<file path="config.mk">
export PLATFORM = sky130hd
export DESIGN_NAME = cei_event_bank
export DESIGN_NICKNAME = d
export VERILOG_FILES = /design/src/rtl/cei_pkg.sv /design/src/rtl/cei_event_bank.sv
export VERILOG_INCLUDE_DIRS = /design/src /design/src/rtl
export SDC_FILE = /design/constraint.sdc
export NUM_CORES = 1
export LEC_CHECK = 0
export ABC_AREA = 1
export BUFFER_PORTS_ARGS = -buffer_cell sky130_fd_sc_hd__clkbuf_2
export CAP_MARGIN = 20
export CORE_MARGIN = 4
export CORE_UTILIZATION = 56
export DETAILED_ROUTE_END_ITERATION = 7
export PLACE_DENSITY = 0.85
export SKIP_CTS_REPAIR_TIMING = 1
export SLEW_MARGIN = 20
export SYNTH_ARGS = -nofsm -noshare
export SYNTH_HDL_FRONTEND = slang
export SYNTH_SLANG_ARGS = --single-unit
</file>
<file path="constraint.sdc">
create_clock -name clk_sys -period 1.8 [get_ports clk_sys]
set_input_delay 0.18 -clock clk_sys [delete_from_list [all_inputs] [get_ports clk_sys]]
set_output_delay 0.18 -clock clk_sys [all_outputs]
set_load 0.1 [all_outputs]
</file>
<file path="src/rtl/cei_consts.svh">
// Register offsets, field positions, reset values and masks for the converter event bank
`ifndef CEI_CONSTS_SVH
`define CEI_CONSTS_SVH

// Register offsets on the serial control port
`define CEI_ADDR_EN_MAIN     12'h020
`define CEI_ADDR_EN_CONV0    12'h021
`define CEI_ADDR_EN_CONV1    12'h022
`define CEI_ADDR_EN_CLOCKING 12'h023
`define CEI_ADDR_ST_MAIN     12'h024
`define CEI_ADDR_ST_CONV0    12'h025
`define CEI_ADDR_ST_CONV1    12'h026
`define CEI_ADDR_ST_CLOCKING 12'h027

// Reset value shared by every enable and status register
`define CEI_RESET_BYTE 8'h00
`define CEI_RESET_EVT  13'h0000

// Implemented bits of each register; all other bits are reserved
`define CEI_MASK_MAIN     8'h1f
`define CEI_MASK_CONV     8'h09
`define CEI_MASK_CLOCKING 8'h33

// Bit positions inside the main registers
`define CEI_BIT_REF_JITTER 4
`define CEI_BIT_DATA_LOW   3
`define CEI_BIT_LANE_FIFO  2
`define CEI_BIT_PAT_IMAG   1
`define CEI_BIT_PAT_REAL   0

// Bit positions inside the per-converter registers
`define CEI_BIT_CAL_DONE   3
`define CEI_BIT_AMP_ERR    0

// Bit positions inside the clocking registers
`define CEI_BIT_DLL_LOST   5
`define CEI_BIT_DLL_LOCK   4
`define CEI_BIT_PLL_LOST   1
`define CEI_BIT_PLL_LOCK   0

// Positions in the internal event vector
`define CEI_EV_PAT_REAL    0
`define CEI_EV_PAT_IMAG    1
`define CEI_EV_LANE_FIFO   2
`define CEI_EV_DATA_LOW    3
`define CEI_EV_REF_JITTER  4
`define CEI_EV_C0_AMP      5
`define CEI_EV_C0_CAL      6
`define CEI_EV_C1_AMP      7
`define CEI_EV_C1_CAL      8
`define CEI_EV_PLL_LOCK    9
`define CEI_EV_PLL_LOST    10
`define CEI_EV_DLL_LOCK    11
`define CEI_EV_DLL_LOST    12
`define CEI_NUM_EVENTS     13

`endif

</file>
<file path="src/rtl/cei_pkg.sv">
// Types shared by the converter event bank
`include "cei_consts.svh"
package cei_pkg;
   typedef logic [7:0]                   cei_byte_type;
   typedef logic [11:0]                  cei_addr_type;
   typedef logic [`CEI_NUM_EVENTS-1:0]   cei_evt_type;
endpackage : cei_pkg

</file>
<file path="src/rtl/cei_event_bank.sv">
// Converter event enable, status and interrupt pin logic
`timescale 1ns/1ps
`default_nettype none
`include "cei_consts.svh"

module cei_event_bank (
   input  wire logic                  clk_sys,
   input  wire logic                  nrst,
   input  wire logic                  reg_wr_en,
   input  wire logic                  reg_rd_en,
   input  wire cei_pkg::cei_addr_type reg_addr,
   input  wire cei_pkg::cei_byte_type reg_wr_data,
   output var  cei_pkg::cei_byte_type reg_rd_data,
   output var  logic                  reg_rd_valid,
   input  wire logic                  ref_jitter_cond,
   input  wire logic                  link_receiver_ready,
   input  wire logic                  lane_fifo_fault,
   input  wire logic                  pattern_err_imag,
   input  wire logic                  pattern_err_real,
   input  wire logic                  conv0_cal_complete,
   input  wire logic                  conv0_amp_protect,
   input  wire logic                  conv1_cal_complete,
   input  wire logic                  conv1_amp_protect,
   input  wire logic                  dll_locked,
   input  wire logic                  dll_lock_lost,
   input  wire logic                  pll_locked,
   input  wire logic                  pll_lock_lost,
   input  wire cei_pkg::cei_evt_type  event_pin_select,
   output var  logic                  interrupt_out_first_n,
   output var  logic                  interrupt_out_second_n
);
   import cei_pkg::*;

   cei_byte_type en_main_r;
   cei_byte_type en_conv0_r;
   cei_byte_type en_conv1_r;
   cei_byte_type en_clocking_r;
   cei_evt_type  flag_r;
   cei_evt_type  flag_nxt;
   cei_evt_type  en_vec;
   cei_evt_type  cond_vec;
   cei_evt_type  clr_vec;
   cei_byte_type st_main;
   cei_byte_type st_conv0;
   cei_byte_type st_conv1;
   cei_byte_type st_clocking;
   cei_byte_type rd_nxt;
   logic         first_nxt_n;
   logic         second_nxt_n;

   // Enable registers; reserved bits are masked so they never store
   always_ff @(posedge clk_sys or negedge nrst) begin
      if (!nrst) begin
         en_main_r     <= `CEI_RESET_BYTE;
         en_conv0_r    <= `CEI_RESET_BYTE;
         en_conv1_r    <= `CEI_RESET_BYTE;
         en_clocking_r <= `CEI_RESET_BYTE;
      end else if (reg_wr_en) begin
         if (reg_addr == `CEI_ADDR_EN_MAIN) begin
            en_main_r <= reg_wr_data & `CEI_MASK_MAIN;
         end
         if (reg_addr == `CEI_ADDR_EN_CONV0) begin
            en_conv0_r <= reg_wr_data & `CEI_MASK_CONV;
         end
         if (reg_addr == `CEI_ADDR_EN_CONV1) begin
            en_conv1_r <= reg_wr_data & `CEI_MASK_CONV;
         end
         if (reg_addr == `CEI_ADDR_EN_CLOCKING) begin
            en_clocking_r <= reg_wr_data & `CEI_MASK_CLOCKING;
         end
      end
   end

   // Per-event enable vector gathered from the four enable registers
   always_comb begin
      en_vec = `CEI_RESET_EVT;
      en_vec[`CEI_EV_REF_JITTER] = en_main_r[`CEI_BIT_REF_JITTER];
      en_vec[`CEI_EV_DATA_LOW]   = en_main_r[`CEI_BIT_DATA_LOW];
      en_vec[`CEI_EV_LANE_FIFO]  = en_main_r[`CEI_BIT_LANE_FIFO];
      en_vec[`CEI_EV_PAT_IMAG]   = en_main_r[`CEI_BIT_PAT_IMAG];
      en_vec[`CEI_EV_PAT_REAL]   = en_main_r[`CEI_BIT_PAT_REAL];
      en_vec[`CEI_EV_C0_CAL]     = en_conv0_r[`CEI_BIT_CAL_DONE];
      en_vec[`CEI_EV_C0_AMP]     = en_conv0_r[`CEI_BIT_AMP_ERR];
      en_vec[`CEI_EV_C1_CAL]     = en_conv1_r[`CEI_BIT_CAL_DONE];
      en_vec[`CEI_EV_C1_AMP]     = en_conv1_r[`CEI_BIT_AMP_ERR];
      en_vec[`CEI_EV_DLL_LOST]   = en_clocking_r[`CEI_BIT_DLL_LOST];
      en_vec[`CEI_EV_DLL_LOCK]   = en_clocking_r[`CEI_BIT_DLL_LOCK];
      en_vec[`CEI_EV_PLL_LOST]   = en_clocking_r[`CEI_BIT_PLL_LOST];
      en_vec[`CEI_EV_PLL_LOCK]   = en_clocking_r[`CEI_BIT_PLL_LOCK];
   end

   // Live conditions; the receiver event is the ready line being low
   always_comb begin
      cond_vec = `CEI_RESET_EVT;
      cond_vec[`CEI_EV_REF_JITTER] = ref_jitter_cond;
      cond_vec[`CEI_EV_DATA_LOW]   = ~link_receiver_ready;
      cond_vec[`CEI_EV_LANE_FIFO]  = lane_fifo_fault;
      cond_vec[`CEI_EV_PAT_IMAG]   = pattern_err_imag;
      cond_vec[`CEI_EV_PAT_REAL]   = pattern_err_real;
      cond_vec[`CEI_EV_C0_CAL]     = conv0_cal_complete;
      cond_vec[`CEI_EV_C0_AMP]     = conv0_amp_protect;
      cond_vec[`CEI_EV_C1_CAL]     = conv1_cal_complete;
      cond_vec[`CEI_EV_C1_AMP]     = conv1_amp_protect;
      cond_vec[`CEI_EV_DLL_LOST]   = dll_lock_lost;
      cond_vec[`CEI_EV_DLL_LOCK]   = dll_locked;
      cond_vec[`CEI_EV_PLL_LOST]   = pll_lock_lost;
      cond_vec[`CEI_EV_PLL_LOCK]   = pll_locked;
   end

   // Write-one-to-clear requests decoded per status register
   always_comb begin
      clr_vec = `CEI_RESET_EVT;
      if (reg_wr_en) begin
         if (reg_addr == `CEI_ADDR_ST_MAIN) begin
            clr_vec[`CEI_EV_REF_JITTER] = reg_wr_data[`CEI_BIT_REF_JITTER];
            clr_vec[`CEI_EV_DATA_LOW]   = reg_wr_data[`CEI_BIT_DATA_LOW];
            clr_vec[`CEI_EV_LANE_FIFO]  = reg_wr_data[`CEI_BIT_LANE_FIFO];
            clr_vec[`CEI_EV_PAT_IMAG]   = reg_wr_data[`CEI_BIT_PAT_IMAG];
            clr_vec[`CEI_EV_PAT_REAL]   = reg_wr_data[`CEI_BIT_PAT_REAL];
         end
         if (reg_addr == `CEI_ADDR_ST_CONV0) begin
            clr_vec[`CEI_EV_C0_CAL] = reg_wr_data[`CEI_BIT_CAL_DONE];
            clr_vec[`CEI_EV_C0_AMP] = reg_wr_data[`CEI_BIT_AMP_ERR];
         end
         if (reg_addr == `CEI_ADDR_ST_CONV1) begin
            clr_vec[`CEI_EV_C1_CAL] = reg_wr_data[`CEI_BIT_CAL_DONE];
            clr_vec[`CEI_EV_C1_AMP] = reg_wr_data[`CEI_BIT_AMP_ERR];
         end
         if (reg_addr == `CEI_ADDR_ST_CLOCKING) begin
            clr_vec[`CEI_EV_DLL_LOST] = reg_wr_data[`CEI_BIT_DLL_LOST];
            clr_vec[`CEI_EV_DLL_LOCK] = reg_wr_data[`CEI_BIT_DLL_LOCK];
            clr_vec[`CEI_EV_PLL_LOST] = reg_wr_data[`CEI_BIT_PLL_LOST];
            clr_vec[`CEI_EV_PLL_LOCK] = reg_wr_data[`CEI_BIT_PLL_LOCK];
         end
      end
   end

   // Disabled bits mirror the condition; enabled bits hold until cleared.
   // A condition still present keeps the bit set, so set wins over clear.
   always_comb begin
      flag_nxt = cond_vec | (en_vec & flag_r & ~clr_vec);
   end

   // Status flags
   always_ff @(posedge clk_sys or negedge nrst) begin
      if (!nrst) begin
         flag_r <= `CEI_RESET_EVT;
      end else begin
         flag_r <= flag_nxt;
      end
   end

   // Pin drive uses the next flag value so pin and status move together
   always_comb begin
      first_nxt_n  = ~|(flag_nxt & en_vec & ~event_pin_select);
      second_nxt_n = ~|(flag_nxt & en_vec & event_pin_select);
   end

   // Active-low interrupt pins, released during reset
   always_ff @(posedge clk_sys or negedge nrst) begin
      if (!nrst) begin
         interrupt_out_first_n  <= 1'b1;
         interrupt_out_second_n <= 1'b1;
      end else begin
         interrupt_out_first_n  <= first_nxt_n;
         interrupt_out_second_n <= second_nxt_n;
      end
   end

   // Status bytes; reserved positions stay zero
   always_comb begin
      st_main  = `CEI_RESET_BYTE;
      st_conv0 = `CEI_RESET_BYTE;
      st_conv1 = `CEI_RESET_BYTE;
      st_clocking = `CEI_RESET_BYTE;
      st_main[`CEI_BIT_REF_JITTER] = flag_r[`CEI_EV_REF_JITTER];
      st_main[`CEI_BIT_DATA_LOW]   = flag_r[`CEI_EV_DATA_LOW];
      st_main[`CEI_BIT_LANE_FIFO]  = flag_r[`CEI_EV_LANE_FIFO];
      st_main[`CEI_BIT_PAT_IMAG]   = flag_r[`CEI_EV_PAT_IMAG];
      st_main[`CEI_BIT_PAT_REAL]   = flag_r[`CEI_EV_PAT_REAL];
      st_conv0[`CEI_BIT_CAL_DONE]  = flag_r[`CEI_EV_C0_CAL];
      st_conv0[`CEI_BIT_AMP_ERR]   = flag_r[`CEI_EV_C0_AMP];
      st_conv1[`CEI_BIT_CAL_DONE]  = flag_r[`CEI_EV_C1_CAL];
      st_conv1[`CEI_BIT_AMP_ERR]   = flag_r[`CEI_EV_C1_AMP];
      st_clocking[`CEI_BIT_DLL_LOST] = flag_r[`CEI_EV_DLL_LOST];
      st_clocking[`CEI_BIT_DLL_LOCK] = flag_r[`CEI_EV_DLL_LOCK];
      st_clocking[`CEI_BIT_PLL_LOST] = flag_r[`CEI_EV_PLL_LOST];
      st_clocking[`CEI_BIT_PLL_LOCK] = flag_r[`CEI_EV_PLL_LOCK];
   end

   // Read mux; unmapped offsets answer zero
   always_comb begin
      unique case (reg_addr)
         `CEI_ADDR_EN_MAIN:     rd_nxt = en_main_r;
         `CEI_ADDR_EN_CONV0:    rd_nxt = en_conv0_r;
         `CEI_ADDR_EN_CONV1:    rd_nxt = en_conv1_r;
         `CEI_ADDR_EN_CLOCKING: rd_nxt = en_clocking_r;
         `CEI_ADDR_ST_MAIN:     rd_nxt = st_main;
         `CEI_ADDR_ST_CONV0:    rd_nxt = st_conv0;
         `CEI_ADDR_ST_CONV1:    rd_nxt = st_conv1;
         `CEI_ADDR_ST_CLOCKING: rd_nxt = st_clocking;
         default:               rd_nxt = `CEI_RESET_BYTE;
      endcase
   end

   // Read data is registered; it holds until the next read
   always_ff @(posedge clk_sys or negedge nrst) begin
      if (!nrst) begin
         reg_rd_data  <= `CEI_RESET_BYTE;
         reg_rd_valid <= 1'b0;
      end else begin
         reg_rd_valid <= reg_rd_en;
         if (reg_rd_en) begin
            reg_rd_data <= rd_nxt;
         end
      end
   end
endmodule : cei_event_bank
`default_nettype wire

</file>
# ---- Word-level counts from Yosys, hierarchy flattened
# Index checks and enable logic that the tools add are counted.
# Widths: inputs -> output; s select.
dict set report classes {
  n_addsub 0
  n_mul 0
  n_div 0
  magnitude_cmp 0
  n_eq_ne 8
  shifts 0
  mux 6
  bitwise 9
  reduce_logical 8
}
# op count
set op_table {}
lappend op_table {{$eq 12x6->1 const B} 8}
lappend op_table {{$and 13x13->13} 5}
lappend op_table {{$pmux 6 s8} 1}
lappend op_table {{$not 13->13} 2}
lappend op_table {{$reduce_or 13->1} 2}
lappend op_table {{$mux 13} 1}
lappend op_table {{$or 13x13->13} 1}
lappend op_table {{$reduce_and 2->1} 4}
lappend op_table {{$mux 5} 1}
lappend op_table {{$mux 2} 2}
lappend op_table {{$mux 4} 1}
lappend op_table {{$logic_not 1->1} 2}
lappend op_table {{$not 1->1} 1}
dict set report totals {
  regBits 37
  latch_bits 0
  mem_bits_rw 0
  romBits 0
  in_bits 50
  output_inout_bits 11
  wordCells 40
  n_memories 0
}

# ---- Depth between registers and ports, before layout
dict set report depth {
  word_depth 10
  mapped_depth 13
  ltp_nobuf 12
}

# ---- Worst setup path before layout
# Ideal clock, no wire load.
dict set report synth_timing {
  path_kind {in2reg}
  from {input reg_addr[9]}
  to {register en_main_r[2]}
  setup_ns 0.128
  t_arrival_ns 1.157
  required_ns 1.672
  setup_slack_ns 0.515
  path_stages 6
  n_path_buf 1
  path_cell_list {nor2_1 nand2_2 nor2_8 buf_8 nand3_2 mux2_1}
}
dict set report synth_between {
  elab_chain_len 2
}
# element line_no
set synth_lines {}
lappend synth_lines {{start, declared} cei_event_bank.sv:11} ;# input wire cei_pkg::cei_addr_type reg_addr,
lappend synth_lines {{$eq 12x6->1} n/a}
lappend synth_lines {{$reduce_and 2->1 (no line)} n/a}
lappend synth_lines {{end signal, assigned} cei_event_bank.sv:54} ;# en_main_r <= `CEI_RESET_BYTE;
lappend synth_lines {{end signal, assigned} cei_event_bank.sv:60} ;# en_main_r <= reg_wr_data & `CEI_MASK_MAIN;
lappend synth_lines {{end, declared} cei_event_bank.sv:34} ;# cei_byte_type en_main_r;
# Every way passes these cells.
# A chain may end at the register's enable or synchronous reset.

# ---- Final worst setup path
dict set report layout_timing {
  from {register interrupt_out_first_n}
  to {output interrupt_out_first_n}
}
# element line_no
set layout_lines {}
lappend layout_lines {{start, declared} cei_event_bank.sv:29} ;# output var logic interrupt_out_first_n,
lappend layout_lines {{start signal, assigned} cei_event_bank.sv:165} ;# interrupt_out_first_n <= first_nxt_n;
# No word-level cell between the ends.

==> metrics.md <==
| Metric | Value |
|---|---|
| Achievable clock frequency | `0.695 GHz` |
| Register Area | `878 µm²` |
| Synth async-reset ratio | `100%` |
| Min-Delay Path Class | `primary input to flop` |
| Metal2 WL | `2.58 mm` |
| Clock Power Share | `35.8%` |
| Crit-path max cell delay | `0.52 ns` |
| WL met1 | `2.18 mm` |
| Setup violators final | `0` |
| Worst Skew | `0.00476 ns` |
| Per-cell routed wire length | `12.9 µm` |
| Yosys reg bits | `35` |
| Slew headroom | `64.1%` |
| Detail-routed via count per cell | `5.21` |
| LEAKAGE | `0.00148 µW` |
| Fin Setup TNS | `0 ns` |
| Num rows | `22` |
| Max VDD drop | `0.452 mV` |
| Critical Path RT | `1.62 ns` |
| Vias in the first global route | `2000` |
| Ys flop type | `dfrtp_1` |
| Cell internal pwr | `1140 µW` |
| DRC errors left | `0` |
| Sequential Power Share | `51.8%` |
| Final Total Pwr | `1570 µW` |
| Inserted Diodes | `0` |
| TritonCTS Buffers | `5` |
| Yosys warns | `0` |
| CTS Sinks | `35` |
| Reg clk slew, reported paths | `0.07 ns` |
| CTS tree | `done` |
| Final min period | `1.44 ns` |
| Maxcap violations | `0` |
| Cell Area, Synth | `0.00210 mm²` |
| First-pass GRT wire length | `8.76 mm` |
| Routed wl met3 | `395 µm` |
| Htree depth | `2` |
| Netlist cell types | `28` |
| Fin. Hold Viols | `0` |
| Dpl hpwl | `4.00 mm` |
| Starting DRC count in detailed routing | `172` |
| Syn Inst Count | `297` |
| Non-filler instance count after layout | `409` |
| Layout area overhead | `20.2%` |
| Post-route clock period utilization | `79.9%` |
| Worst Path Arrival | `1.26 ns` |
| Routed WL | `5.27 mm` |
| Highest layer used for signal routing | `met4` |
| Fill cells | `308` |
| Commonest cells after routing, fill and taps aside | `nand2_1 (88), clkbuf_2 (56), inv_1 (45)` |
| CTS max path bufs | `2` |
| GR Util All Layers | `22.9%` |
| Latest clock arrival within the worst-skew pair | `0.29 ns` |
| Crit-path cells | `clkbuf_2` |
| Nets | `410` |
| IO Port Bufs | `56` |
| Initial antenna violation count | `0` |
| Status | `finished clean` |
| GP Congestion | `0.840` |
| Comb power frac | `12.4%` |
| Worst-Margin Slew | `0.541 ns` |
| Initial Util | `57.9%` |
| Most common cell after layout, fill and taps aside | `nand2_1` |
| Crit-path max FO | `1` |
| Die width | `69.3 µm` |
| DIE AREA | `0.00480 mm²` |
| WS Path Type | `flop to output port` |
| Die Ht | `69.3 µm` |
| RSZ-0062 raised after global routing | `false` |
| Worst path bufs/invs | `1` |
| # IOs | `61` |
| DR vias | `2130` |
| Post-Syn Area per Cell | `7.08 µm²` |
| Core Box Area | `0.00363 mm²` |
| Post-synth EDFFs | `0` |
| Area of the multi-input gates | `993 µm²` |
| Net Switching | `439 µW` |
| CP Capture Type | `output port` |
| DRT Pass-1 Iters | `4` |
| Largest net degree at the start of global routing | `36` |
| Critical path's top delay family | `flip-flops` |
| CP max-delay cell | `dfstp_2` |
| Switching share of total power | `27.9%` |
| Final Max Slew Viols | `0` |
| Placed cells | `400` |
| Share of cells above drive strength 1 | `24.4%` |
| PwrDens | `623 mW/mm²` |
| GRT overflow | `0` |
| Routed Antenna Nets | `0` |
| Worst Setup Start Kind | `flop` |
| Root Buffer | `clkbuf_8` |
| Sequential fraction of the synthesis area | `41.8%` |
[worst reg2reg max path, delay by kind of cell (launching register included)]
kind | cells | cell delay [ns]
buffers and inverters | 1 | 0.04
DFF | 1 | 0.43
and+or+nand+nor | 8 | 0.67
[cell families (layout without fill, tap and decap cells)]
family                 after synthesis  count (layout)  synth area share, %
other                                1               2                0.178
AOI/OAI and AO/OA                   23              23                 6.19
and+or+nand+nor                    179             179                 39.6
buffers and inverters               57             120                 11.2
DFF                                 35              35                 41.8
muxes                                2               2                 1.07
[state kept, by name, indices dropped and copies added (netlist names), 2 cells and up]
register       count
en_conv0_r         2
reg_rd_data        6
en_conv1_r         2
en_main_r          5
en_clocking_r      4
flag_r            13
[synth_stat cells, drive strengths merged (2+ instances only)]
master / n / area share [%]
o21ai: 16 / 3.8
nor2: 24 / 5.7
dfstp: 2 / 2.5
inv: 51 / 9.1
buf: 5 / 1.9
a31oi: 2 / 0.59
nand3: 44 / 11
nand3b: 4 / 1.4
mux2: 2 / 1.1
nand2: 94 / 17
dfrtp: 33 / 39
nand4: 12 / 3.6
[worst paths after layout]
check,from,end,slack [ns],depth (start not counted)
min reg2reg,reg_rd_data[0]$_DFFE_PN0P_,reg_rd_data[0]$_DFFE_PN0P_,0.48,2
max in group asynchronous,nrst,interrupt_out_first_n$_DFF_PN1_,0.98,3
max reg2reg,en_conv1_r[0]$_DFFE_PN0P_,interrupt_out_first_n$_DFF_PN1_,0.60,9
min,reg_rd_en,reg_rd_valid$_DFF_PN0_,0.05,1
max,interrupt_out_first_n$_DFF_PN1_,interrupt_out_first_n,0.36,1
min in group asynchronous,nrst,flag_r[7]$_DFF_PN0_,0.48,3
[metal layers]
metal	up-vias	global-route usage, %
li1	1075	-
met1	962	28.3
met2	85	38.5
met3	8	5.65
met4	0	8.68
met5	-	0
[power by group through the flow]
stage	clock network [µW]	logic, µW	registers (µW)
3_3_place_gp	0	189	829
3_5_place_dp	0	193	831
4_1_cts	572	194	816
6_report	564	195	816
5_1_grt	604	217	817
2_1_floorplan	0	90.0	842
[area by class of cell]
cell class	instances	share of cell area, %
clock buffer	5	2.72
clock inverter	3	0.792
inverter	52	7.72
multi-input combinational	206	39.3
sequential	35	34.7
tap	48	2.38
timing repair buffer	60	12.4
[per-stage QoR]
step	utilization [%]	worst slack (ns)	instance area [µm²]	hold slack, ns
floorplan	-	0.515	2110	-0.116
global placement	66.9	0.205	2430	0.238
detailed placement	66.9	0.147	2430	0.241
CTS	69.3	0.351	2520	-0.0747
global route	69.6	0.222	2530	0.0558
finish	69.6	0.361	2530	0.0460
No activity file was read; power rests on OpenSTA's default activity.
